### src/design/pie_cfg.svh
// register offsets, field positions, reset values for the peripheral enable bank
`ifndef PIE_CFG_SVH
`define PIE_CFG_SVH

// register indices; byte address is four times the index
`define PIE_IDX_INT_CTRL 8'h07
`define PIE_IDX_CORE_CTRL 8'h08
`define PIE_IDX_BANK_SEL 8'h0f
`define PIE_IDX_FLAG_ONE 8'h16
`define PIE_IDX_ENABLE_ONE 8'h17
`define PIE_IDX_EVT_STATUS 8'h20
`define PIE_IDX_EVT_MASK 8'h21

`define PIE_BANK_ONE 4'h1

// enable / flag bit positions
`define PIE_BIT_CHANGE_PORT 7
`define PIE_BIT_TIMER_THREE 6
`define PIE_BIT_TIMER_TWO 5
`define PIE_BIT_TIMER_ONE 4
`define PIE_BIT_CAPTURE_TWO 3
`define PIE_BIT_CAPTURE_ONE 2
`define PIE_BIT_SERIAL_TX 1
`define PIE_BIT_SERIAL_RX 0

// control field positions
`define PIE_BIT_PENDING 7
`define PIE_BIT_GROUP_EN 3
`define PIE_BIT_GLOBAL_DIS 0

// reset values
`define PIE_RST_ENABLE 8'h00
`define PIE_RST_FLAG 8'h00
`define PIE_RST_GROUP_EN 1'b0
`define PIE_RST_GLOBAL_DIS 1'b1
`define PIE_RST_BANK 4'h0
`define PIE_RST_EVT 8'h00
`define PIE_RST_MASK 8'h00

`endif

### src/design/pie_pkg.sv
// types shared by the peripheral enable bank
package pie_pkg;

  typedef enum logic [2:0] {
    PIE_REG_NONE = 3'h0,
    PIE_REG_INT_CTRL = 3'h1,
    PIE_REG_CORE_CTRL = 3'h2,
    PIE_REG_BANK_SEL = 3'h3,
    PIE_REG_FLAG_ONE = 3'h4,
    PIE_REG_ENABLE_ONE = 3'h5,
    PIE_REG_EVT_STATUS = 3'h6,
    PIE_REG_EVT_MASK = 3'h7
  } pie_reg_t;

endpackage : pie_pkg

### src/design/pie_enable_bank.sv
// peripheral interrupt enable bank one with apb register access
`timescale 1ns/1ps
`include "pie_cfg.svh"

module pie_enable_bank (
  input wire logic clk, // 50 mhz core clock
  input wire logic sys_rst, // synchronous reset, active high
  input wire logic psel, // apb select
  input wire logic penable, // apb access phase
  input wire logic pwrite, // apb direction, high for write
  input wire logic [11:0] paddr, // apb byte address
  input wire logic [31:0] pwdata, // apb write data
  input wire logic [3:0] pstrb, // apb byte strobes
  output logic [31:0] prdata, // apb read data
  output logic pready, // apb ready
  output logic pslverr, // apb error on unmapped access
  input wire logic [7:0] src_evt, // per-source trigger pulses, same clock
  output logic periph_irq_req, // peripheral interrupt request to core
  output logic periph_pending, // or of enabled pending flags
  output logic irq // block event interrupt, level
);

  logic [7:0] enable_ff;
  logic [7:0] flag_ff;
  logic group_en_ff;
  logic global_dis_ff;
  logic [3:0] bank_ff;
  logic [7:0] evt_ff;
  logic [7:0] mask_ff;
  logic [31:0] prdata_ff;
  logic pslverr_ff;
  logic [7:0] nxt_enable;
  logic [7:0] nxt_flag;
  logic [7:0] nxt_evt;
  logic [31:0] nxt_rdata;
  logic setup_phase;
  logic done;
  logic wr_done;
  logic rd_done;
  logic wr_lane0;
  pie_pkg::pie_reg_t acc_reg;
  logic [7:0] gated_flags;

  // word decode; banked registers only answer while bank one is selected
  function automatic pie_pkg::pie_reg_t reg_decode(
    input logic [11:0] addr,
    input logic [3:0] bank
  );
    pie_pkg::pie_reg_t sel;
    logic [7:0] idx;
    sel = pie_pkg::PIE_REG_NONE;
    idx = addr[9:2];
    if (addr[1:0] != 2'h0 || addr[11:10] != 2'h0) begin
      sel = pie_pkg::PIE_REG_NONE;
    end else if (idx == `PIE_IDX_INT_CTRL) begin
      sel = pie_pkg::PIE_REG_INT_CTRL;
    end else if (idx == `PIE_IDX_CORE_CTRL) begin
      sel = pie_pkg::PIE_REG_CORE_CTRL;
    end else if (idx == `PIE_IDX_BANK_SEL) begin
      sel = pie_pkg::PIE_REG_BANK_SEL;
    end else if (idx == `PIE_IDX_FLAG_ONE && bank == `PIE_BANK_ONE) begin
      sel = pie_pkg::PIE_REG_FLAG_ONE;
    end else if (idx == `PIE_IDX_ENABLE_ONE && bank == `PIE_BANK_ONE) begin
      sel = pie_pkg::PIE_REG_ENABLE_ONE;
    end else if (idx == `PIE_IDX_EVT_STATUS) begin
      sel = pie_pkg::PIE_REG_EVT_STATUS;
    end else if (idx == `PIE_IDX_EVT_MASK) begin
      sel = pie_pkg::PIE_REG_EVT_MASK;
    end
    return sel;
  endfunction : reg_decode

  // zero wait states: read data and error are captured in the setup cycle
  assign setup_phase = psel && !penable;
  assign pready = psel && penable;
  assign done = psel && penable;
  assign wr_done = done && pwrite && !pslverr_ff;
  assign rd_done = done && !pwrite && !pslverr_ff;
  assign wr_lane0 = wr_done && pstrb[0];
  assign acc_reg = reg_decode(paddr, bank_ff);
  assign prdata = prdata_ff;
  assign pslverr = pready && pslverr_ff;

  // each source gated only by its own enable bit
  assign gated_flags = flag_ff & enable_ff;

  always_comb begin
    nxt_rdata = 32'h0000_0000;
    if (acc_reg == pie_pkg::PIE_REG_INT_CTRL) begin
      nxt_rdata[`PIE_BIT_PENDING] = |gated_flags;
      nxt_rdata[`PIE_BIT_GROUP_EN] = group_en_ff;
    end else if (acc_reg == pie_pkg::PIE_REG_CORE_CTRL) begin
      nxt_rdata[`PIE_BIT_GLOBAL_DIS] = global_dis_ff;
    end else if (acc_reg == pie_pkg::PIE_REG_BANK_SEL) begin
      nxt_rdata[3:0] = bank_ff;
    end else if (acc_reg == pie_pkg::PIE_REG_FLAG_ONE) begin
      nxt_rdata[7:0] = flag_ff;
    end else if (acc_reg == pie_pkg::PIE_REG_ENABLE_ONE) begin
      nxt_rdata[7:0] = enable_ff;
    end else if (acc_reg == pie_pkg::PIE_REG_EVT_STATUS) begin
      nxt_rdata[7:0] = evt_ff;
    end else if (acc_reg == pie_pkg::PIE_REG_EVT_MASK) begin
      nxt_rdata[7:0] = mask_ff;
    end
  end

  always_ff @(posedge clk) begin
    if (sys_rst) begin
      prdata_ff <= 32'h0000_0000;
      pslverr_ff <= 1'b0;
    end else if (setup_phase) begin
      prdata_ff <= pwrite ? 32'h0000_0000 : nxt_rdata;
      pslverr_ff <= (acc_reg == pie_pkg::PIE_REG_NONE);
    end
  end

  // enable register: every bit plain read-write
  always_comb begin
    nxt_enable = enable_ff;
    if (wr_lane0 && acc_reg == pie_pkg::PIE_REG_ENABLE_ONE) begin
      nxt_enable[`PIE_BIT_CHANGE_PORT] = pwdata[`PIE_BIT_CHANGE_PORT];
      nxt_enable[`PIE_BIT_TIMER_THREE] = pwdata[`PIE_BIT_TIMER_THREE];
      nxt_enable[`PIE_BIT_TIMER_TWO] = pwdata[`PIE_BIT_TIMER_TWO];
      nxt_enable[`PIE_BIT_TIMER_ONE] = pwdata[`PIE_BIT_TIMER_ONE];
      nxt_enable[`PIE_BIT_CAPTURE_TWO] = pwdata[`PIE_BIT_CAPTURE_TWO];
      nxt_enable[`PIE_BIT_CAPTURE_ONE] = pwdata[`PIE_BIT_CAPTURE_ONE];
      nxt_enable[`PIE_BIT_SERIAL_TX] = pwdata[`PIE_BIT_SERIAL_TX];
      nxt_enable[`PIE_BIT_SERIAL_RX] = pwdata[`PIE_BIT_SERIAL_RX];
    end
  end

  always_ff @(posedge clk) begin
    if (sys_rst) begin
      enable_ff <= `PIE_RST_ENABLE;
    end else begin
      enable_ff <= nxt_enable;
    end
  end

  // flags: software may write them, but a trigger in the same cycle wins
  always_comb begin
    nxt_flag = flag_ff;
    if (wr_lane0 && acc_reg == pie_pkg::PIE_REG_FLAG_ONE) begin
      nxt_flag = pwdata[7:0];
    end
    nxt_flag = nxt_flag | src_evt;
  end

  always_ff @(posedge clk) begin
    if (sys_rst) begin
      flag_ff <= `PIE_RST_FLAG;
    end else begin
      flag_ff <= nxt_flag;
    end
  end

  always_ff @(posedge clk) begin
    if (sys_rst) begin
      group_en_ff <= `PIE_RST_GROUP_EN;
      global_dis_ff <= `PIE_RST_GLOBAL_DIS;
      bank_ff <= `PIE_RST_BANK;
    end else if (wr_lane0) begin
      if (acc_reg == pie_pkg::PIE_REG_INT_CTRL) begin
        group_en_ff <= pwdata[`PIE_BIT_GROUP_EN];
      end else if (acc_reg == pie_pkg::PIE_REG_CORE_CTRL) begin
        global_dis_ff <= pwdata[`PIE_BIT_GLOBAL_DIS];
      end else if (acc_reg == pie_pkg::PIE_REG_BANK_SEL) begin
        bank_ff <= pwdata[3:0];
      end
    end
  end

  // sticky event bits record each trigger; a read clears only what it returned,
  // so an event landing after the setup-cycle capture is not lost
  always_comb begin
    nxt_evt = evt_ff;
    if (rd_done && acc_reg == pie_pkg::PIE_REG_EVT_STATUS) begin
      nxt_evt = evt_ff & ~prdata_ff[7:0];
    end
    nxt_evt = nxt_evt | src_evt;
  end

  always_ff @(posedge clk) begin
    if (sys_rst) begin
      evt_ff <= `PIE_RST_EVT;
    end else begin
      evt_ff <= nxt_evt;
    end
  end

  always_ff @(posedge clk) begin
    if (sys_rst) begin
      mask_ff <= `PIE_RST_MASK;
    end else if (wr_lane0 && acc_reg == pie_pkg::PIE_REG_EVT_MASK) begin
      mask_ff <= pwdata[7:0];
    end
  end

  // group enable and global disable only gate the request, never the flags
  assign periph_pending = |gated_flags;
  assign periph_irq_req = periph_pending && group_en_ff && !global_dis_ff;
  assign irq = |(evt_ff & mask_ff);

endmodule : pie_enable_bank

### config.mk
export PLATFORM = sky130hd
export DESIGN_NAME = pie_enable_bank
export DESIGN_NICKNAME = d
export VERILOG_FILES = /design/src/design/pie_pkg.sv /design/src/design/pie_enable_bank.sv
export VERILOG_INCLUDE_DIRS = /design/src /design/src/design
export SDC_FILE = /design/constraint.sdc
export NUM_CORES = 1
export LEC_CHECK = 0
export ABC_AREA = 0
export BUFFER_PORTS_ARGS = -buffer_cell sky130_fd_sc_hd__buf_4
export CORE_MARGIN = 5
export CORE_UTILIZATION = 47
export CTS_BUF_LIST = sky130_fd_sc_hd__clkbuf_4
export DETAILED_ROUTE_END_ITERATION = 7
export GPL_TIMING_DRIVEN = 0
export PLACE_DENSITY = 0.81
export RECOVER_POWER = 100
export SETUP_SLACK_MARGIN = 0.5
export SYNTH_ARGS = -nofsm -noshare
export SYNTH_HDL_FRONTEND = slang
export SYNTH_SLANG_ARGS = --single-unit
### constraint.sdc
create_clock -name clk -period 1.9 [get_ports clk]
set_clock_uncertainty 0.1 [all_clocks]
set_input_delay 0.19 -clock clk [delete_from_list [all_inputs] [get_ports clk]]
set_output_delay 0.19 -clock clk [all_outputs]
set_load 0.01 [all_outputs]
## Word level (Yosys, flattened, before mapping)

Index checks and enable logic that the tools add are counted.

- Register bits after elaboration: 71
- Bits of input ports: 61
- Word-level logic and storage cells: 84

- Equality and inequality tests: 15
- Multiplexer cells: 23
- Bitwise logic cells: 8
- Reductions and logical operators: 29

Operators with widths:

| cell | count |
|---|---|
| two-way mux 8 bit | 7 |
| two-way mux 3 bit | 10 |
| bitwise AND 8 bit | 3 |
| equality test 8 x 4 -> 1 bit (second input constant) | 2 |
| equality test 8 x 5 -> 1 bit (second input constant) | 2 |
| equality test 8 x 6 -> 1 bit (second input constant) | 2 |
| logical AND 1 bit | 16 |
| OR 8 bit | 2 |
| OR reduction 8 bit | 2 |
| equality test 3 bit (second input constant) | 4 |
| equality test 8 x 3 -> 1 bit (second input constant) | 1 |
| two-way mux 4 bit | 2 |
| NOT 8 bit | 1 |
| two-way mux 7 bit | 1 |
| equality test 3 x 2 -> 1 bit (second input constant) | 2 |
| equality test 4 x 1 -> 1 bit (second input constant) | 1 |
| zero test 1 bit | 4 |
| AND reduction 4 bit | 1 |
| nonzero test 2 bit | 2 |
| equality test 3 x 1 -> 1 bit (second input constant) | 1 |
| zero test 3 bit | 1 |
| two-way mux 1 bit | 3 |
| AND reduction 3 bit | 1 |
| NOT 1 bit | 2 |
| 2 further kinds | 2 |

## Depth between registers and ports, before layout

- Depth in word-level cells: 18
- Depth in mapped cells: 8

## Least setup slack after synthesis

Ideal clock, no wire load.

- Path type: register to register
- Start: register bank_ff[1]
- End: register prdata_ff[5] (netlist: prdata[5])
- Library setup time: 0.071 ns
- Arrival time: 1.885 ns
- Setup slack: -0.157 ns
- Cell stages (with the launch flop): 8
- Path through: dfxtp_1 > nor4b_2 > and4_1 > o211ai_4 > buf_6 > or3_1 > a221o_1 > a21oi_1

- Longest elaborated chain between the ends: 17
- Elaborated cells between the ends (all ways): 24
- Those cells by class: 8 x eq/ne; 14 x mux; 2 x reduce/logical

RTL lines:

| item | RTL line | text |
|---|---|---|
| from (decl) | pie_enable_bank.sv:27 | `logic [3:0] bank_ff;` |
| from (signal assigned) | pie_enable_bank.sv:161 | `` bank_ff <= `PIE_RST_BANK; `` |
| from (signal assigned) | pie_enable_bank.sv:168 | `bank_ff <= pwdata[3:0];` |
| equality test 4 x 1 -> 1 bit (no source line) * | n/a |  |
| logical AND 1 bit (no source line) | n/a |  |
| two-way mux 3 bit | pie_enable_bank.sv:63 | `` end else if (idx == `PIE_IDX_ENABLE_ONE && bank == `PIE_BANK_ONE) begin `` |
| two-way mux 3 bit * | pie_enable_bank.sv:61 | `` end else if (idx == `PIE_IDX_FLAG_ONE && bank == `PIE_BANK_ONE) begin `` |
| two-way mux 3 bit * | pie_enable_bank.sv:59 | `` end else if (idx == `PIE_IDX_BANK_SEL) begin `` |
| two-way mux 3 bit * | pie_enable_bank.sv:57 | `` end else if (idx == `PIE_IDX_CORE_CTRL) begin `` |
| two-way mux 3 bit * | pie_enable_bank.sv:55 | `` end else if (idx == `PIE_IDX_INT_CTRL) begin `` |
| two-way mux 3 bit * | pie_enable_bank.sv:53 | `if (addr[1:0] != 2'h0 \|\| addr[11:10] != 2'h0) begin` |
| equality test 3 bit | pie_enable_bank.sv:102 | `end else if (acc_reg == pie_pkg::PIE_REG_EVT_MASK) begin` |
| two-way mux 8 bit | pie_enable_bank.sv:102 |  |
| two-way mux 8 bit | pie_enable_bank.sv:100 | `end else if (acc_reg == pie_pkg::PIE_REG_EVT_STATUS) begin` |
| two-way mux 8 bit | pie_enable_bank.sv:98 | `end else if (acc_reg == pie_pkg::PIE_REG_ENABLE_ONE) begin` |
| two-way mux 8 bit | pie_enable_bank.sv:96 | `end else if (acc_reg == pie_pkg::PIE_REG_FLAG_ONE) begin` |
| two-way mux 4 bit | pie_enable_bank.sv:94 | `end else if (acc_reg == pie_pkg::PIE_REG_BANK_SEL) begin` |
| two-way mux 7 bit | pie_enable_bank.sv:92 | `end else if (acc_reg == pie_pkg::PIE_REG_CORE_CTRL) begin` |
| two-way mux 3 bit * | pie_enable_bank.sv:89 | `if (acc_reg == pie_pkg::PIE_REG_INT_CTRL) begin` |
| two-way mux 8 bit * | pie_enable_bank.sv:112 | `prdata_ff <= pwrite ? 32'h0000_0000 : nxt_rdata;` |
| to (signal assigned) | pie_enable_bank.sv:112 |  |
| to (decl) | pie_enable_bank.sv:30 | `logic [31:0] prdata_ff;` |

Mark *: on every way between the ends. The rest lies on a longest branch, timed or not.
A chain may end at the register's enable or synchronous reset.

## Final worst setup path

- Start: register bank_ff[3]
- End: register prdata_ff[0] (netlist: prdata[0])

- Longest elaborated chain between the ends: 17
- Elaborated cells between the ends (all ways): 24
- Those cells by class: 8 x eq/ne; 14 x mux; 2 x reduce/logical

RTL lines:

| item | RTL line |
|---|---|
| equality test 4 x 1 -> 1 bit (no source line) * | n/a |
| logical AND 1 bit (no source line) | n/a |
| two-way mux 3 bit | pie_enable_bank.sv:63 |
| two-way mux 3 bit * | pie_enable_bank.sv:61 |
| two-way mux 3 bit * | pie_enable_bank.sv:59 |
| two-way mux 3 bit * | pie_enable_bank.sv:57 |
| two-way mux 3 bit * | pie_enable_bank.sv:55 |
| two-way mux 3 bit * | pie_enable_bank.sv:53 |
| equality test 3 bit | pie_enable_bank.sv:102 |
| two-way mux 8 bit | pie_enable_bank.sv:102 |
| two-way mux 8 bit | pie_enable_bank.sv:100 |
| two-way mux 8 bit | pie_enable_bank.sv:98 |
| two-way mux 8 bit | pie_enable_bank.sv:96 |
| two-way mux 4 bit | pie_enable_bank.sv:94 |
| two-way mux 1 bit | pie_enable_bank.sv:92 |
| two-way mux 3 bit * | pie_enable_bank.sv:89 |
| two-way mux 8 bit * | pie_enable_bank.sv:112 |

Marked as above.

==> metrics.txt <==
status complete, but fails checks; failing checks negative setup slack; H-tree depth 2; hold crit path type in2reg; Slowest-stage cell, CP or4_1; final hold vios 0; Initial DRC Count 521; crit path time final 2.24 ns; slowest stage delay, CP 0.47 ns; Register Area 972 um2; number of synthesized flops with an enable pin 0; Slew HR 36.6%; final weighted congestion in routability-driven placement 0.972; Initial Utilization 47.4%; core area 0.00582 mm2; Top Family by Delay on Critical Path simple AND/OR/NAND/NOR gates; first-pass GRT wire length 16800 um; initial antenna violation count 0; CTS tree built; vias 3636; PnR worst setup slack -0.343 ns; ys async rst share 0%; Seq cells post-synth 47; die area 0.00750 mm2; Setup violations, final 33; commonest cells after routing, fill and taps aside 97 x buf_4, 31 x nor2_1, 26 x dfxtp_1; Worst-path clk slew 0.17 ns; Global Route Usage Sum 29.0%; area taken by multi-input logic gates 0.00216 mm2; Yosys cell types 60; PD cells 439 mW/mm2; Tightest Pin Transition 0.951 ns; die height 86.6 um; Critical Path RT 2.11 ns; max-cap viol count 0; Overflow after GRT 0; drt pass-1 iters 7; share of cells above drive strength 1 55.0%; fin. max-slew vios 0; Placed Area 0.00334 mm2; P&R area growth vs syn 65.0%; Remaining DRCs 0; I/O pins 98; cell area after synthesis 0.00276 mm2; endpoint class of the critical path flip-flop; Primary FF master, synth dfxtp_1; Routed Antenna Nets 0; sequential share of the synthesized area 34.1%; clock root buffer clkbuf_4; RSZ-0062 raised after global routing true; IO Port Bufs 44; Synth Area per Inst 8.41 um2; Synth Instances 328; vias per cell 6.64; WL/cell 24.5 um; Final #Nets 533; clk_lat worst skew 0.42 ns; Clock Path Buffers 2; Tot Pwr 2.00 mW; Fmax 0.446 GHz; clk sink count 47; DP HPWL 6270 um; Final TNS setup -5.64 ns; startpoint types flip-flop; largest net degree at the start of global routing 15; ant diodes 0; Buf+Inv Stages, Crit Path 1; WS Path Type reg2reg; vias in the first global route 3348; final WL 13400 um; # fillers 345; Max VDD drop 0.394 mV; CP Max Fanout 5; design area 0.00455 mm2; CP Cell Sequence nor4b_4, and4_4, o211ai_4, buf_6, or4_1, o211ai_1, a211oi_1; worst path arrival time 2.45 ns; TritonCTS Buffers 5; die width 86.6 um; synth warn 0; most common cell after layout, fill and taps aside buf_4; Placement Setup Slack -0.580 ns; crit share post-route 118%; Cell Rows 28; Lkg Pwr 1.89 nW
-- path summary, 6_finish.rpt --
kind | startpoint | end | slack (ns) | cells after the start
hold / removal | penable | pslverr_ff | 0.05 | 4
setup / recovery | bank_ff[3] | prdata[0] | -0.34 | 7
setup reg to reg | bank_ff[3] | prdata[0] | -0.34 | 7
hold reg to reg | enable_ff[3] | enable_ff[3] | 0.41 | 2
-- power breakdown --
part / total, mW / switching [mW] / internal, mW
sequential: 1.05 / 0.0325 / 1.01
clock: 0.544 / 0.386 / 0.158
combinational: 0.406 / 0.222 / 0.184
total: 2.00 / 0.641 / 1.36
-- synthesized netlist by cell type, drive strengths merged (4+ instances only) --
| cell | instances | area (um2) |
|---|---|---|
| mux2i | 12 | 120 |
| clkbuf | 8 | 30.0 |
| a22oi | 8 | 60.1 |
| nor3 | 12 | 60.1 |
| a21oi | 28 | 144 |
| nor4 | 4 | 76.3 |
| a221oi | 6 | 52.6 |
| nand2 | 38 | 143 |
| nand3 | 10 | 55.1 |
| o21ai | 14 | 70.1 |
| buf | 29 | 218 |
| inv | 5 | 18.8 |
| or3 | 4 | 30.0 |
| a211oi | 10 | 85.1 |
| nor2 | 36 | 138 |
| nand4 | 5 | 31.3 |
| and3 | 5 | 32.5 |
| dfxtp | 47 | 941 |
-- cell type report --
| cell class | count | share of cell area, % |
|---|---|---|
| Clock buffer | 6 | 0.989 |
| Clock inverter | 2 | 0.275 |
| Inverter | 5 | 0.412 |
| Tap cell | 75 | 2.06 |
| Sequential cell | 47 | 21.4 |
| Timing Repair Buffer | 114 | 21.0 |
| Multi-Input combinational cell | 262 | 47.4 |
| Buffer | 37 | 6.46 |
-- flip-flops by register name (all words and copies together) (netlist names) --
signal / cells
enable_ff: 8
evt_ff: 8
flag_ff: 8
mask_ff: 8
prdata: 8
bank_ff: 4
global_dis_ff: 1
group_en_ff: 1
pslverr_ff: 1
-- stage by stage --
stage          cells  utilization [%]  hold slack [ns]
2_1_floorplan    351                -            0.207
3_3_place_gp     470             57.4            0.319
3_5_place_dp     470             57.4            0.322
4_1_cts          535             71.6           0.0296
5_1_grt          548             78.3           0.0866
6_report         548             78.3           0.0505
-- logic make-up after synthesis --
| group | after synthesis | synth area share [%] |
|---|---|---|
| flops | 47 | 34.1 |
| other cells | 1 | 0.136 |
| mux | 15 | 5.58 |
| compound gates | 93 | 25.4 |
| buf+inv | 42 | 9.66 |
| simple gates | 130 | 25.1 |
-- routing by layer --
layer	share of wire (%)	wire length [um]	global-route usage [%]
met1	35	4670	33.8
met4	8.7	1160	17.8
met3	13	1700	8.46
met2	44	5870	46.8
met5	0	0	0
-- worst register-to-register path, cell delays in order (launching register included) --
cell and delay [ns]:
dfxtp_2 0.38, nor4b_4 0.28, and4_4 0.29, o211ai_4 0.13, buf_6 0.16, or4_1 0.47, o211ai_1 0.20, a211oi_1 0.12
-- timing repair --
item                                   CTS  global route
buffers inserted                        39            13
gates cloned                             2             0
hold buffers                            16             0
setup endpoints to repair               50            50
resized for setup                       82            80
endpoints found under the hold margin   28             0
pin swaps                               34            51
(Power assumes the default switching activity.)
